<file path="src/stdp_pkg.sv">
// Shared constants for the single tap pulse detector
package stdp_pkg;
    // ========================================================
    // Widths and reset values
    localparam int          STDP_SAMPLE_W = 12;
    localparam int          STDP_TLIM_W   = 8;
    localparam int          STDP_AXES     = 3;
    localparam logic [11:0] STDP_RST_THR  = 12'h000;
    localparam logic [7:0]  STDP_RST_TLIM = 8'h00;
    localparam logic        STDP_RST_FLAG = 1'b0;

    // ========================================================
    // Per-axis pulse tracker states
    typedef enum logic [1:0]
    {
        STDP_IDLE = 2'b00,
        STDP_HIGH = 2'b01,
        STDP_OVER = 2'b10
    } stdp_state_t;
endpackage : stdp_pkg

</file>
<file path="src/stdp_axis_if.sv">
// Signals between the top and one axis tracker
`timescale 1ns/1ns
interface stdp_axis_if #(parameter int W = 12, parameter int TW = 8);
    logic                valid;
    logic signed [W-1:0] raw;
    logic signed [W-1:0] hpf;
    logic                skip;
    logic                lpf;
    logic        [W-1:0] thr;
    logic       [TW-1:0] lim;
    logic                tap;
    logic                pol;

    modport axis (input valid, raw, hpf, skip, lpf, thr, lim, output tap, pol);
    modport top  (output valid, raw, hpf, skip, lpf, thr, lim, input tap, pol);
endinterface : stdp_axis_if

</file>
<file path="src/stdp_axis.sv">
// Pulse tracker for one axis: source select, low-pass, threshold, duration limit
`timescale 1ns/1ns
module stdp_axis
    import stdp_pkg::*;
#(
    parameter int W  = STDP_SAMPLE_W,
    parameter int TW = STDP_TLIM_W
)
(
    input wire logic   ref_clk,
    input wire logic   nrst,
    stdp_axis_if.axis  ax
);
    // ========================================================
    // Sample path
    function automatic logic [W-1:0] stdp_abs(input logic signed [W-1:0] v);
        stdp_abs = v[W-1] ? W'(-v) : W'(v);
    endfunction : stdp_abs

    logic signed [W-1:0] lp;
    stdp_state_t         state;
    logic       [TW-1:0] cnt;

    wire logic signed [W-1:0] src     = ax.skip ? ax.raw : ax.hpf;
    wire logic signed [W:0]   diff    = {src[W-1], src} - {lp[W-1], lp};
    // Halving the step keeps the filter free of multipliers; corner near 1/9 of the rate
    wire logic signed [W-1:0] next_lp = W'(lp + diff[W:1]);
    wire logic signed [W-1:0] filt    = ax.lpf ? next_lp : src;
    wire logic        [W-1:0] mag     = stdp_abs(filt);
    wire logic                above   = (mag >= ax.thr);
    wire logic                accept  = (cnt <= ax.lim);

    // ========================================================
    // Tracker
    always_ff @(posedge ref_clk or negedge nrst)
    begin
        if (!nrst)
        begin
            lp     <= '0;
            state  <= STDP_IDLE;
            cnt    <= '0;
            ax.tap <= 1'b0;
            ax.pol <= 1'b0;
        end
        else
        begin
            ax.tap <= 1'b0;
            if (ax.valid)
            begin
                lp <= next_lp;
                case (state)
                    STDP_IDLE:
                        if (above)
                        begin
                            state  <= STDP_HIGH;
                            cnt    <= TW'(1);
                            ax.pol <= filt[W-1];
                        end
                    STDP_HIGH:
                        if (!above)
                        begin
                            state  <= STDP_IDLE;
                            ax.tap <= accept;
                        end
                        else if (cnt >= ax.lim)
                            state <= STDP_OVER;
                        else
                            cnt <= cnt + 1'b1;
                    STDP_OVER:
                        if (!above)
                            state <= STDP_IDLE;
                    default:
                        state <= STDP_IDLE;
                endcase
            end
        end
    end
endmodule : stdp_axis

</file>
<file path="src/stdp_top.sv">
// Single tap detector: standby-gated configuration, axis trackers, status and interrupt
// ========================================================
// How it works
// Configuration loads only while standby; loads during active mode are dropped.
// Host enters standby before changing settings, then returns to active.
// Host single-tap preset writes factory values into every single-tap setting.
// Host single-plus-double preset writes factory values into the thresholds.
// Optional low-pass filter on samples suppresses very fast shocks.
// Skip option feeds raw samples instead of high-pass samples.
// Host should keep the skip option off to avoid tilt false taps.
// Per-axis enables; only enabled axes raise the event indication.
// Latch mode holds event and status until the status read clears them; the read leaves axis_negative as it is.
// Without latch the interrupt lasts only as long as the event.
// Without latch status shows only the most recent event.
// Pulses lasting longer than the time limit are not taps.
// Per-axis threshold; smaller pulses on that axis are ignored.
// Event flag on any enabled tap, plus per-axis flags and polarity.
`timescale 1ns/1ns
module stdp_top
    import stdp_pkg::*;
#(
    parameter int W  = STDP_SAMPLE_W,
    parameter int TW = STDP_TLIM_W
)
(
    input  wire logic          ref_clk,
    input  wire logic          nrst,
    input  wire logic          active,
    input  wire logic          cfg_load,
    input  wire logic          x_single_pulse_en,
    input  wire logic          y_single_pulse_en,
    input  wire logic          z_single_pulse_en,
    input  wire logic          latch_en,
    input  wire logic          lowpass_tap_en,
    input  wire logic          highpass_skip,
    input  wire logic [TW-1:0] pulse_time_limit,
    input  wire logic [W-1:0]  x_threshold,
    input  wire logic [W-1:0]  y_threshold,
    input  wire logic [W-1:0]  z_threshold,
    input  wire logic          sample_valid,
    input  wire logic [W-1:0]  raw_x,
    input  wire logic [W-1:0]  raw_y,
    input  wire logic [W-1:0]  raw_z,
    input  wire logic [W-1:0]  hpf_x,
    input  wire logic [W-1:0]  hpf_y,
    input  wire logic [W-1:0]  hpf_z,
    input  wire logic          status_read,
    output logic               event_detected,
    output logic [2:0]         axis_detected,
    output logic [2:0]         axis_negative,
    output logic               tap_irq
);
    // Reset constants are sized for the documented widths only
    generate
        if (W < 2 || W != STDP_SAMPLE_W || TW != STDP_TLIM_W)
        begin : g_bad_width
            $error("stdp_top: unsupported widths");
        end
    endgenerate

    // ========================================================
    // Configuration, frozen while active
    logic [2:0]    cfg_en;
    logic          cfg_latch;
    logic          cfg_lpf;
    logic          cfg_skip;
    logic [TW-1:0] cfg_lim;
    logic [W-1:0]  cfg_thr [STDP_AXES];

    // A load tried while active is dropped, not deferred to the next standby
    wire logic cfg_take = cfg_load && !active;

    always_ff @(posedge ref_clk or negedge nrst)
    begin
        if (!nrst)
        begin
            cfg_en     <= {3{STDP_RST_FLAG}};
            cfg_latch  <= STDP_RST_FLAG;
            cfg_lpf    <= STDP_RST_FLAG;
            cfg_skip   <= STDP_RST_FLAG;
            cfg_lim    <= STDP_RST_TLIM;
            cfg_thr[0] <= STDP_RST_THR;
            cfg_thr[1] <= STDP_RST_THR;
            cfg_thr[2] <= STDP_RST_THR;
        end
        else if (cfg_take)
        begin
            cfg_en     <= {z_single_pulse_en, y_single_pulse_en, x_single_pulse_en};
            cfg_latch  <= latch_en;
            cfg_lpf    <= lowpass_tap_en;
            cfg_skip   <= highpass_skip;
            cfg_lim    <= pulse_time_limit;
            cfg_thr[0] <= x_threshold;
            cfg_thr[1] <= y_threshold;
            cfg_thr[2] <= z_threshold;
        end
    end

    // ========================================================
    // Axis trackers
    wire logic [W-1:0] raw_all [STDP_AXES] = '{raw_x, raw_y, raw_z};
    wire logic [W-1:0] hpf_all [STDP_AXES] = '{hpf_x, hpf_y, hpf_z};
    logic [2:0] taps;
    logic [2:0] tap_pol;

    // Every tracker shares the sample strobe and the frozen filter, skip and limit settings; each takes its own threshold
    genvar gi;
    generate
        for (gi = 0; gi < STDP_AXES; gi++)
        begin : g_axis
            stdp_axis_if #(.W(W), .TW(TW)) axif ();
            assign axif.valid  = sample_valid;
            assign axif.raw    = raw_all[gi];
            assign axif.hpf    = hpf_all[gi];
            assign axif.skip   = cfg_skip;
            assign axif.lpf    = cfg_lpf;
            assign axif.thr    = cfg_thr[gi];
            assign axif.lim    = cfg_lim;
            assign taps[gi]    = axif.tap;
            assign tap_pol[gi] = axif.pol;
            stdp_axis #(.W(W), .TW(TW)) u_axis
            (
                .ref_clk (ref_clk),
                .nrst    (nrst),
                .ax      (axif.axis)
            );
        end
    endgenerate

    // ========================================================
    // Status and interrupt
    wire logic [2:0] hit = taps & cfg_en;
    wire logic       any = |hit;
    wire logic       clr = status_read && cfg_latch;
    // In latch mode a new tap in the read cycle survives the clear
    wire logic [2:0] next_det_latch = (axis_detected & ~{3{clr}}) | hit;
    wire logic       next_evt_latch = (event_detected && !clr) || any;
    wire logic [2:0] next_det  = cfg_latch ? next_det_latch : (any ? hit : axis_detected);
    wire logic       next_evt  = cfg_latch ? next_evt_latch : (any || event_detected);
    // Latch mode keeps the polarity of axes that saw no new tap
    wire logic [2:0] next_neg  = (axis_negative & ~hit) | (tap_pol & hit);
    wire logic       next_irq  = cfg_latch ? next_evt_latch : any;

    always_ff @(posedge ref_clk or negedge nrst)
    begin
        if (!nrst)
        begin
            event_detected <= STDP_RST_FLAG;
            axis_detected  <= {3{STDP_RST_FLAG}};
            axis_negative  <= {3{STDP_RST_FLAG}};
            tap_irq        <= STDP_RST_FLAG;
        end
        else
        begin
            event_detected <= next_evt;
            axis_detected  <= next_det;
            axis_negative  <= (!cfg_latch && any) ? (tap_pol & hit) : next_neg;
            tap_irq        <= next_irq;
        end
    end

    generate
        for (gi = 0; gi < STDP_AXES; gi++)
        begin : g_pol_chk

        end
    endgenerate
endmodule : stdp_top

</file>
<file path="config.mk">
export PLATFORM = sky130hd
export DESIGN_NAME = stdp_top
export DESIGN_NICKNAME = d
export VERILOG_FILES = /design/src/stdp_pkg.sv /design/src/stdp_axis_if.sv /design/src/stdp_axis.sv /design/src/stdp_top.sv
export SDC_FILE = /design/constraint.sdc
export NUM_CORES = 1
export LEC_CHECK = 0
export ABC_AREA = 1
export BUFFER_PORTS_ARGS = -buffer_cell sky130_fd_sc_hd__buf_4
export CAP_MARGIN = 20
export CELL_PAD_IN_SITES_DETAIL_PLACEMENT = 0
export CELL_PAD_IN_SITES_GLOBAL_PLACEMENT = 2
export CORE_ASPECT_RATIO = 1.25
export CORE_MARGIN = 3
export CORE_UTILIZATION = 35
export CTS_CLUSTER_SIZE = 16
export DETAILED_ROUTE_END_ITERATION = 7
export GPL_TIMING_DRIVEN = 0
export PLACE_DENSITY = 0.91
export SKIP_CTS_REPAIR_TIMING = 1
export SLEW_MARGIN = 0
export SYNTH_ARGS = -nofsm -noshare
export SYNTH_HDL_FRONTEND = slang
export SYNTH_SLANG_ARGS = --single-unit
</file>
<file path="constraint.sdc">
create_clock -name ref_clk -period 13.3 [get_ports ref_clk]
set_input_delay 1.33 -clock ref_clk [delete_from_list [all_inputs] [get_ports ref_clk]]
set_output_delay 1.33 -clock ref_clk [all_outputs]
set_load 0.02 [all_outputs]
</file>
Word level (Yosys, flattened, before mapping)
Index checks and enable logic that the tools add are counted.
{ "word_totals": {"ff_bits": 130, "input_bits": 128, "out_inout_bits": 8, "wordCells": 153} }
{ "classes": {"addsub": 12, "order_cmp": 9, "n_eq_ne": 21, "mux": 50, "n_bitwise": 8, "reduce_logical": 26} }
{ "ops": {"columns": ["op", "count"], "rows": [
  ["12-bit two-way mux", 9],
  ["8-bit two-way mux", 9],
  ["8-bit one-hot mux with 2 select lines", 3],
  ["12-bit by 12-bit subtractor with 13-bit output", 3],
  ["12-bit adder", 3],
  ["12-bit greater-or-equal comparator", 3],
  ["12-bit negation", 3],
  ["8-bit by 1-bit adder with 8-bit output, second input constant", 3],
  ["8-bit greater-or-equal comparator", 3],
  ["8-bit less-or-equal comparator", 3],
  ["2-bit two-way mux", 12],
  ["2-bit one-hot mux with 3 select lines", 3],
  ["5-bit AND reduction", 3],
  ["3-bit AND", 4],
  ["2-bit by 1-bit inequality test with 1-bit output, second input constant", 6],
  ["2-bit inequality test, second input constant", 6],
  ["4-bit AND reduction", 3],
  ["1-bit two-way mux", 11],
  ["3-bit two-way mux", 3],
  ["3-bit inequality test, second input constant", 3],
  ["3-bit AND reduction", 3],
  ["2-bit nonzero test", 4],
  ["2-bit by 1-bit == test with 1-bit output, second input constant", 3],
  ["2-bit == test, second input constant", 3],
  ["other kinds (7)", 17]
]} }

Depth between registers and ports, before layout
{ "depth": {"depth_word": 10, "ltp_mapped": 41, "mapped_depth_nobuf": 39} }

Cells and area by module
Synthesis repeated with hierarchy kept, for this count alone.
{ "hier_totals": {"hier_cells": 1949, "area_unflattened_um2": 12926.1} }
{ "by_module_without_submodules": {"columns": ["module", "n_inst", "cells_per_inst", "area_each_um2", "seq_area_each_um2"], "rows": [
  ["stdp_axis at g_axis[1].u_axis", 1, 563, 3540.9, 600.6],
  ["stdp_axis at g_axis[0].u_axis", 1, 566, 3534.6, 600.6],
  ["stdp_axis at g_axis[2].u_axis", 1, 556, 3485.8, 600.6],
  ["stdp_top", 1, 264, 2364.8, 1451.4]
]} }

Worst setup path before layout
No wires, ideal clock.
{ "synth_timing": {"path_kind": "input-to-reg", "start": "in raw_y[2]", "end": "reg g_axis[1].u_axis.cnt[4]", "setup_ns": 0.095, "arrival_time_ns": 5.407, "t_required_ns": 13.205, "setup_slack_ns": 7.797, "stages": 30, "n_path_buf": 2, "path_cell_list": "inv_1 nand2_1 and2_1 ha_1 a21oi_1 o221ai_1 a21boi_2 o21ai_0 xor2_1 ha_1 inv_1 nor3_1 o21ai_0 nand3_1 nand3_1 nand3_1 nand2_1 buf_4 nand2_1 nand2_1 nand2_1 inv_1 ha_1 nand4_1 nor2_1 inv_1 o21ai_1 nand3_1 buf_2 o31ai_1"} }
{ "synth_via": {"elab_chain_len": 9, "word_cells_on_any_way": 10} }
{ "synth_lines": {"columns": ["element", "line_no", "source"], "rows": [
  ["start, declared", "stdp_top.sv:42", "input wire logic [W-1:0] raw_y,"],
  ["12-bit two-way mux *", "stdp_axis.sv:24", "wire logic signed [W-1:0] src = ax.skip ? ax.raw : ax.hpf;"],
  ["12-bit by 12-bit subtractor with 13-bit output", "stdp_axis.sv:25", "wire logic signed [W:0] diff = {src[W-1], src} - {lp[W-1], lp};"],
  ["12-bit adder", "stdp_axis.sv:27", "wire logic signed [W-1:0] next_lp = W'(lp + diff[W:1]);"],
  ["12-bit two-way mux *", "stdp_axis.sv:28", "wire logic signed [W-1:0] filt = ax.lpf ? next_lp : src;"],
  ["12-bit negation", "stdp_axis.sv:17", "stdp_abs = v[W-1] ? W'(-v) : W'(v);"],
  ["12-bit two-way mux *", "stdp_axis.sv:17", null],
  ["12-bit greater-or-equal comparator *", "stdp_axis.sv:30", "wire logic above = (mag >= ax.thr);"],
  ["2-bit by 1-bit inequality test with 1-bit output (no line)", null, null],
  ["5-bit AND reduction (no line) *", null, null],
  ["end signal, assigned", "stdp_axis.sv:68", "cnt <= cnt + 1'b1;"],
  ["end, declared", "stdp_axis.sv:22", "logic [TW-1:0] cnt;"]
]} }
Mark *: on every way between the ends. The rest lies on a longest branch, timed or not.
A chain may end at the register's enable or synchronous reset.

Worst setup path in the final report
{ "layout_timing": {"start": "in raw_y[2]", "end": "reg g_axis[1].u_axis.cnt[6]"} }
Same word-level chain as after synthesis.

==> impl_metrics.ini <==
[yosys]
yosysSeqAreaShare_pct = 26.4
synth_top_area_cell = dfrtp_1
yosys_warnings = 0
syn_area_sq_um = 12300
synth.area.top_cells = dfrtp_1 (26%), nand2_1 (15%), ha_1 (15%)
yosys.area_share.simple_pct = 30.4
yosysUniqueCellTypes = 55
synth.area.mux_share_pct = 0.641
synth_fa_ha_area_share_pct = 15.5
synth-async-reset-ratio_pct = 100
synthCells = 1793
netlist.area_leader.share_pct = 26.4
synth_edf_count = 0
yosys-top-cells-count = nand2_1 (482), inv_1 (263), nand3_1 (148), ha_1 (143), nor2_1 (142)
ys_ff_latch = 130
ys.flop_type = dfrtp_1
synth_xor_xnor_area_share_pct = 3.98
syn_nets = 2070
synth_top_family_by_area = simple AND/OR/NAND/NOR gates
synth_area_per_cell_sq_um = 6.86
yosysMostFrequentCell = nand2_1
synth-compound-area-share_pct = 12.7

[grt]
grt_pass1_vias = 11500
grt_pass1_wl_microns = 60100
antenna_found_initial = 0
grt-ovfl-total = 0
grtUsageTotal_pct = 20.2
grt_max_degree = 74

[floorplan]
start_util_pct = 35.5
die_h_microns = 216
dieWidth_microns = 174
ios = 136
rows = 76
die_area_sq_um = 37400
fp.coreArea_sq_um = 34600

[final_layout]
nFillCells = 3770
stdcell_area_sq_um = 14500
areaGrowthSynthToFinish_pct = 18.2
stdcell_count = 2428
layout.nets = 2224
layout-drive-gt1-share_pct = 12.9
multi_input_area_sq_um = 7780
n_antenna_cell = 0
seqCellArea_sq_um = 3250

[worst_setup_path]
reg2reg_slack_ns = 7.29
reg2reg_from = cfg_skip
r2r-end = g_axis[1].u_axis.cnt[6]
cp-start-kind = input pin
endpoint_kind = flop
startpoint = raw_y[2]
critPathSlowestCell = o21ai_1
r2r.worst_path.cells = 35
critPathMaxStageDelay_ns = 0.39
crit_type = input pin to flop
crit_required_ns = 13.63
arrival_ns = 6.49
critPathMaxFanout = 10
crit_top_cell = inv_1

[sta]
fin_skew_ns = 0.0145
rsz0062_at_grt = false
setup_viol = 0
hold_violations = 0
min_period_over_period_pct = 46.3
clock.fmax_mhz = 162
drv_slew = 0
slew-limit-headroom_pct = 39.6
fin_tns_setup_ns = 0
tightest_slew_ns = 0.907
fin_crit_ns = 6.16

[worst_hold_path]
hold_end = axis_detected[1]
hp-start = axis_detected[1]
hold-path-cell-count = 2
hold_class = flop to flop

[clock_tree]
cts_inserted_buffers = 17
insertion_delay_ns = 0.44
cts_max_level = 4
cts-root-buf = clkbuf_16
clk_pin_slew_ns = 0.06
clock-sinks = 130
clockBufferDepth = 2
cts_tree = yes

[route]
drt_iter0_drc = 587
wl_microns = 38000
vias = 11900
viasPerCell = 4.88
ant_nets = 0
wl_per_cell_microns = 15.7
remaining_drc_errors = 0
drt-pass1-iter-count = 5

[placement]
placed_area_sq_um = 13900
hpwl_microns = 31000
place.gp.congestion = 0.888
port_buffers = 134
post-place-cells = 2396

[run_status]
status = finished clean

[run]
cap_violations = 0
## cell type report
| class | instances | share of cell area (%) |
|---|---|---|
| Buffer | 44 | 1.75 |
| Clock buffer | 20 | 3.14 |
| Clock inverter | 12 | 1.08 |
| Inverter | 268 | 6.97 |
| Multi-Input combinational cell | 1351 | 53.5 |
| Sequential cell | 130 | 22.4 |
| Tap cell | 468 | 4.03 |
| Timing Repair Buffer | 135 | 7.14 |
## cells in the final DEF, fill, tap and decap left out, types with 10 or more instances in the layout
| master | Yosys | final |
|---|---|---|
| nor2_1 | 142 | 142 |
| clkbuf_16 | 0 | 17 |
| nand2_2 | 10 | 10 |
| nand2_1 | 482 | 482 |
| a31oi_1 | 14 | 14 |
| dfrtp_1 | 130 | 130 |
| clkbuf_1 | 18 | 19 |
| ha_1 | 143 | 143 |
| a21oi_1 | 111 | 111 |
| nand4_1 | 27 | 27 |
| xnor2_1 | 23 | 23 |
| nand3_1 | 148 | 148 |
| buf_2 | 11 | 11 |
| xor2_1 | 31 | 31 |
| o31ai_1 | 11 | 11 |
| inv_1 | 263 | 263 |
| o21ai_0 | 89 | 89 |
| nor3_1 | 11 | 11 |
| buf_4 | 6 | 139 |
## through the flow
stage,util [%],worst slack [ns],hold WS [ns]
4_1_cts,42.0,7.15,0.503
3_3_place_gp,40.1,6.79,0.485
2_1_floorplan,-,7.80,0.463
3_5_place_dp,40.2,6.73,0.489
5_1_grt,42.0,6.43,0.523
6_report,42.0,7.14,0.501
## sequential cells by signal, summed over array words and instances, names as in the netlist, 3 cells and up, named ones only
signal,cells
g_axis.u_axis.ax.tap,3
g_axis.u_axis.lp,36
g_axis.u_axis.cnt,24
g_axis.u_axis.ax.pol,3
cfg_en,3
g_axis.u_axis.state,6
cfg_lim,8
axis_detected,3
g_axis.axif.thr,36
## kinds of logic (layout without fill, tap and decap cells)
| logic type | count (synthesis) | after routing |
|---|---|---|
| buf+inv | 312 | 479 |
| compound gates | 275 | 275 |
| simple gates | 865 | 865 |
| xor+xnor | 55 | 55 |
| mux | 7 | 7 |
| flops | 130 | 130 |
| fa+ha+maj | 149 | 149 |
## worst max path at each step
stage                                          to  slack, ns  cells past startpoint
after global placement    g_axis[1].u_axis.cnt[7]       6.79                     32
after floorplan           g_axis[1].u_axis.cnt[4]       7.80                     30
final                     g_axis[1].u_axis.cnt[6]       7.14                     33
after detailed placement  g_axis[1].u_axis.cnt[7]       6.73                     34
after CTS                 g_axis[1].u_axis.cnt[6]       7.15                     34
after global routing      g_axis[1].u_axis.cnt[6]       6.43                     34
## metal layers
| layer | up-vias | wire length [microns] | part of all wire, % | track usage [%] |
|---|---|---|---|---|
| met3 | 52 | 1220 | 3.2 | 2.66 |
| met1 | 5455 | 17000 | 45 | 25.1 |
| met5 | - | 0 | 0 | 0 |
| met4 | 0 | 1020 | 2.7 | 6.17 |
| li1 | 6138 | - | - | - |
| met2 | 210 | 18800 | 49 | 36.4 |
## critical path: cells and delay by family
family          cells  cell delay (ns)
simple gates       13             1.62
xor+xnor            1             0.17
buf+inv             9             0.85
compound gates      7             1.51
fa+ha+maj           3             0.97
Power is not shown: default switching activity piles up to over one toggle a cycle in this logic, so the estimate is an artifact.
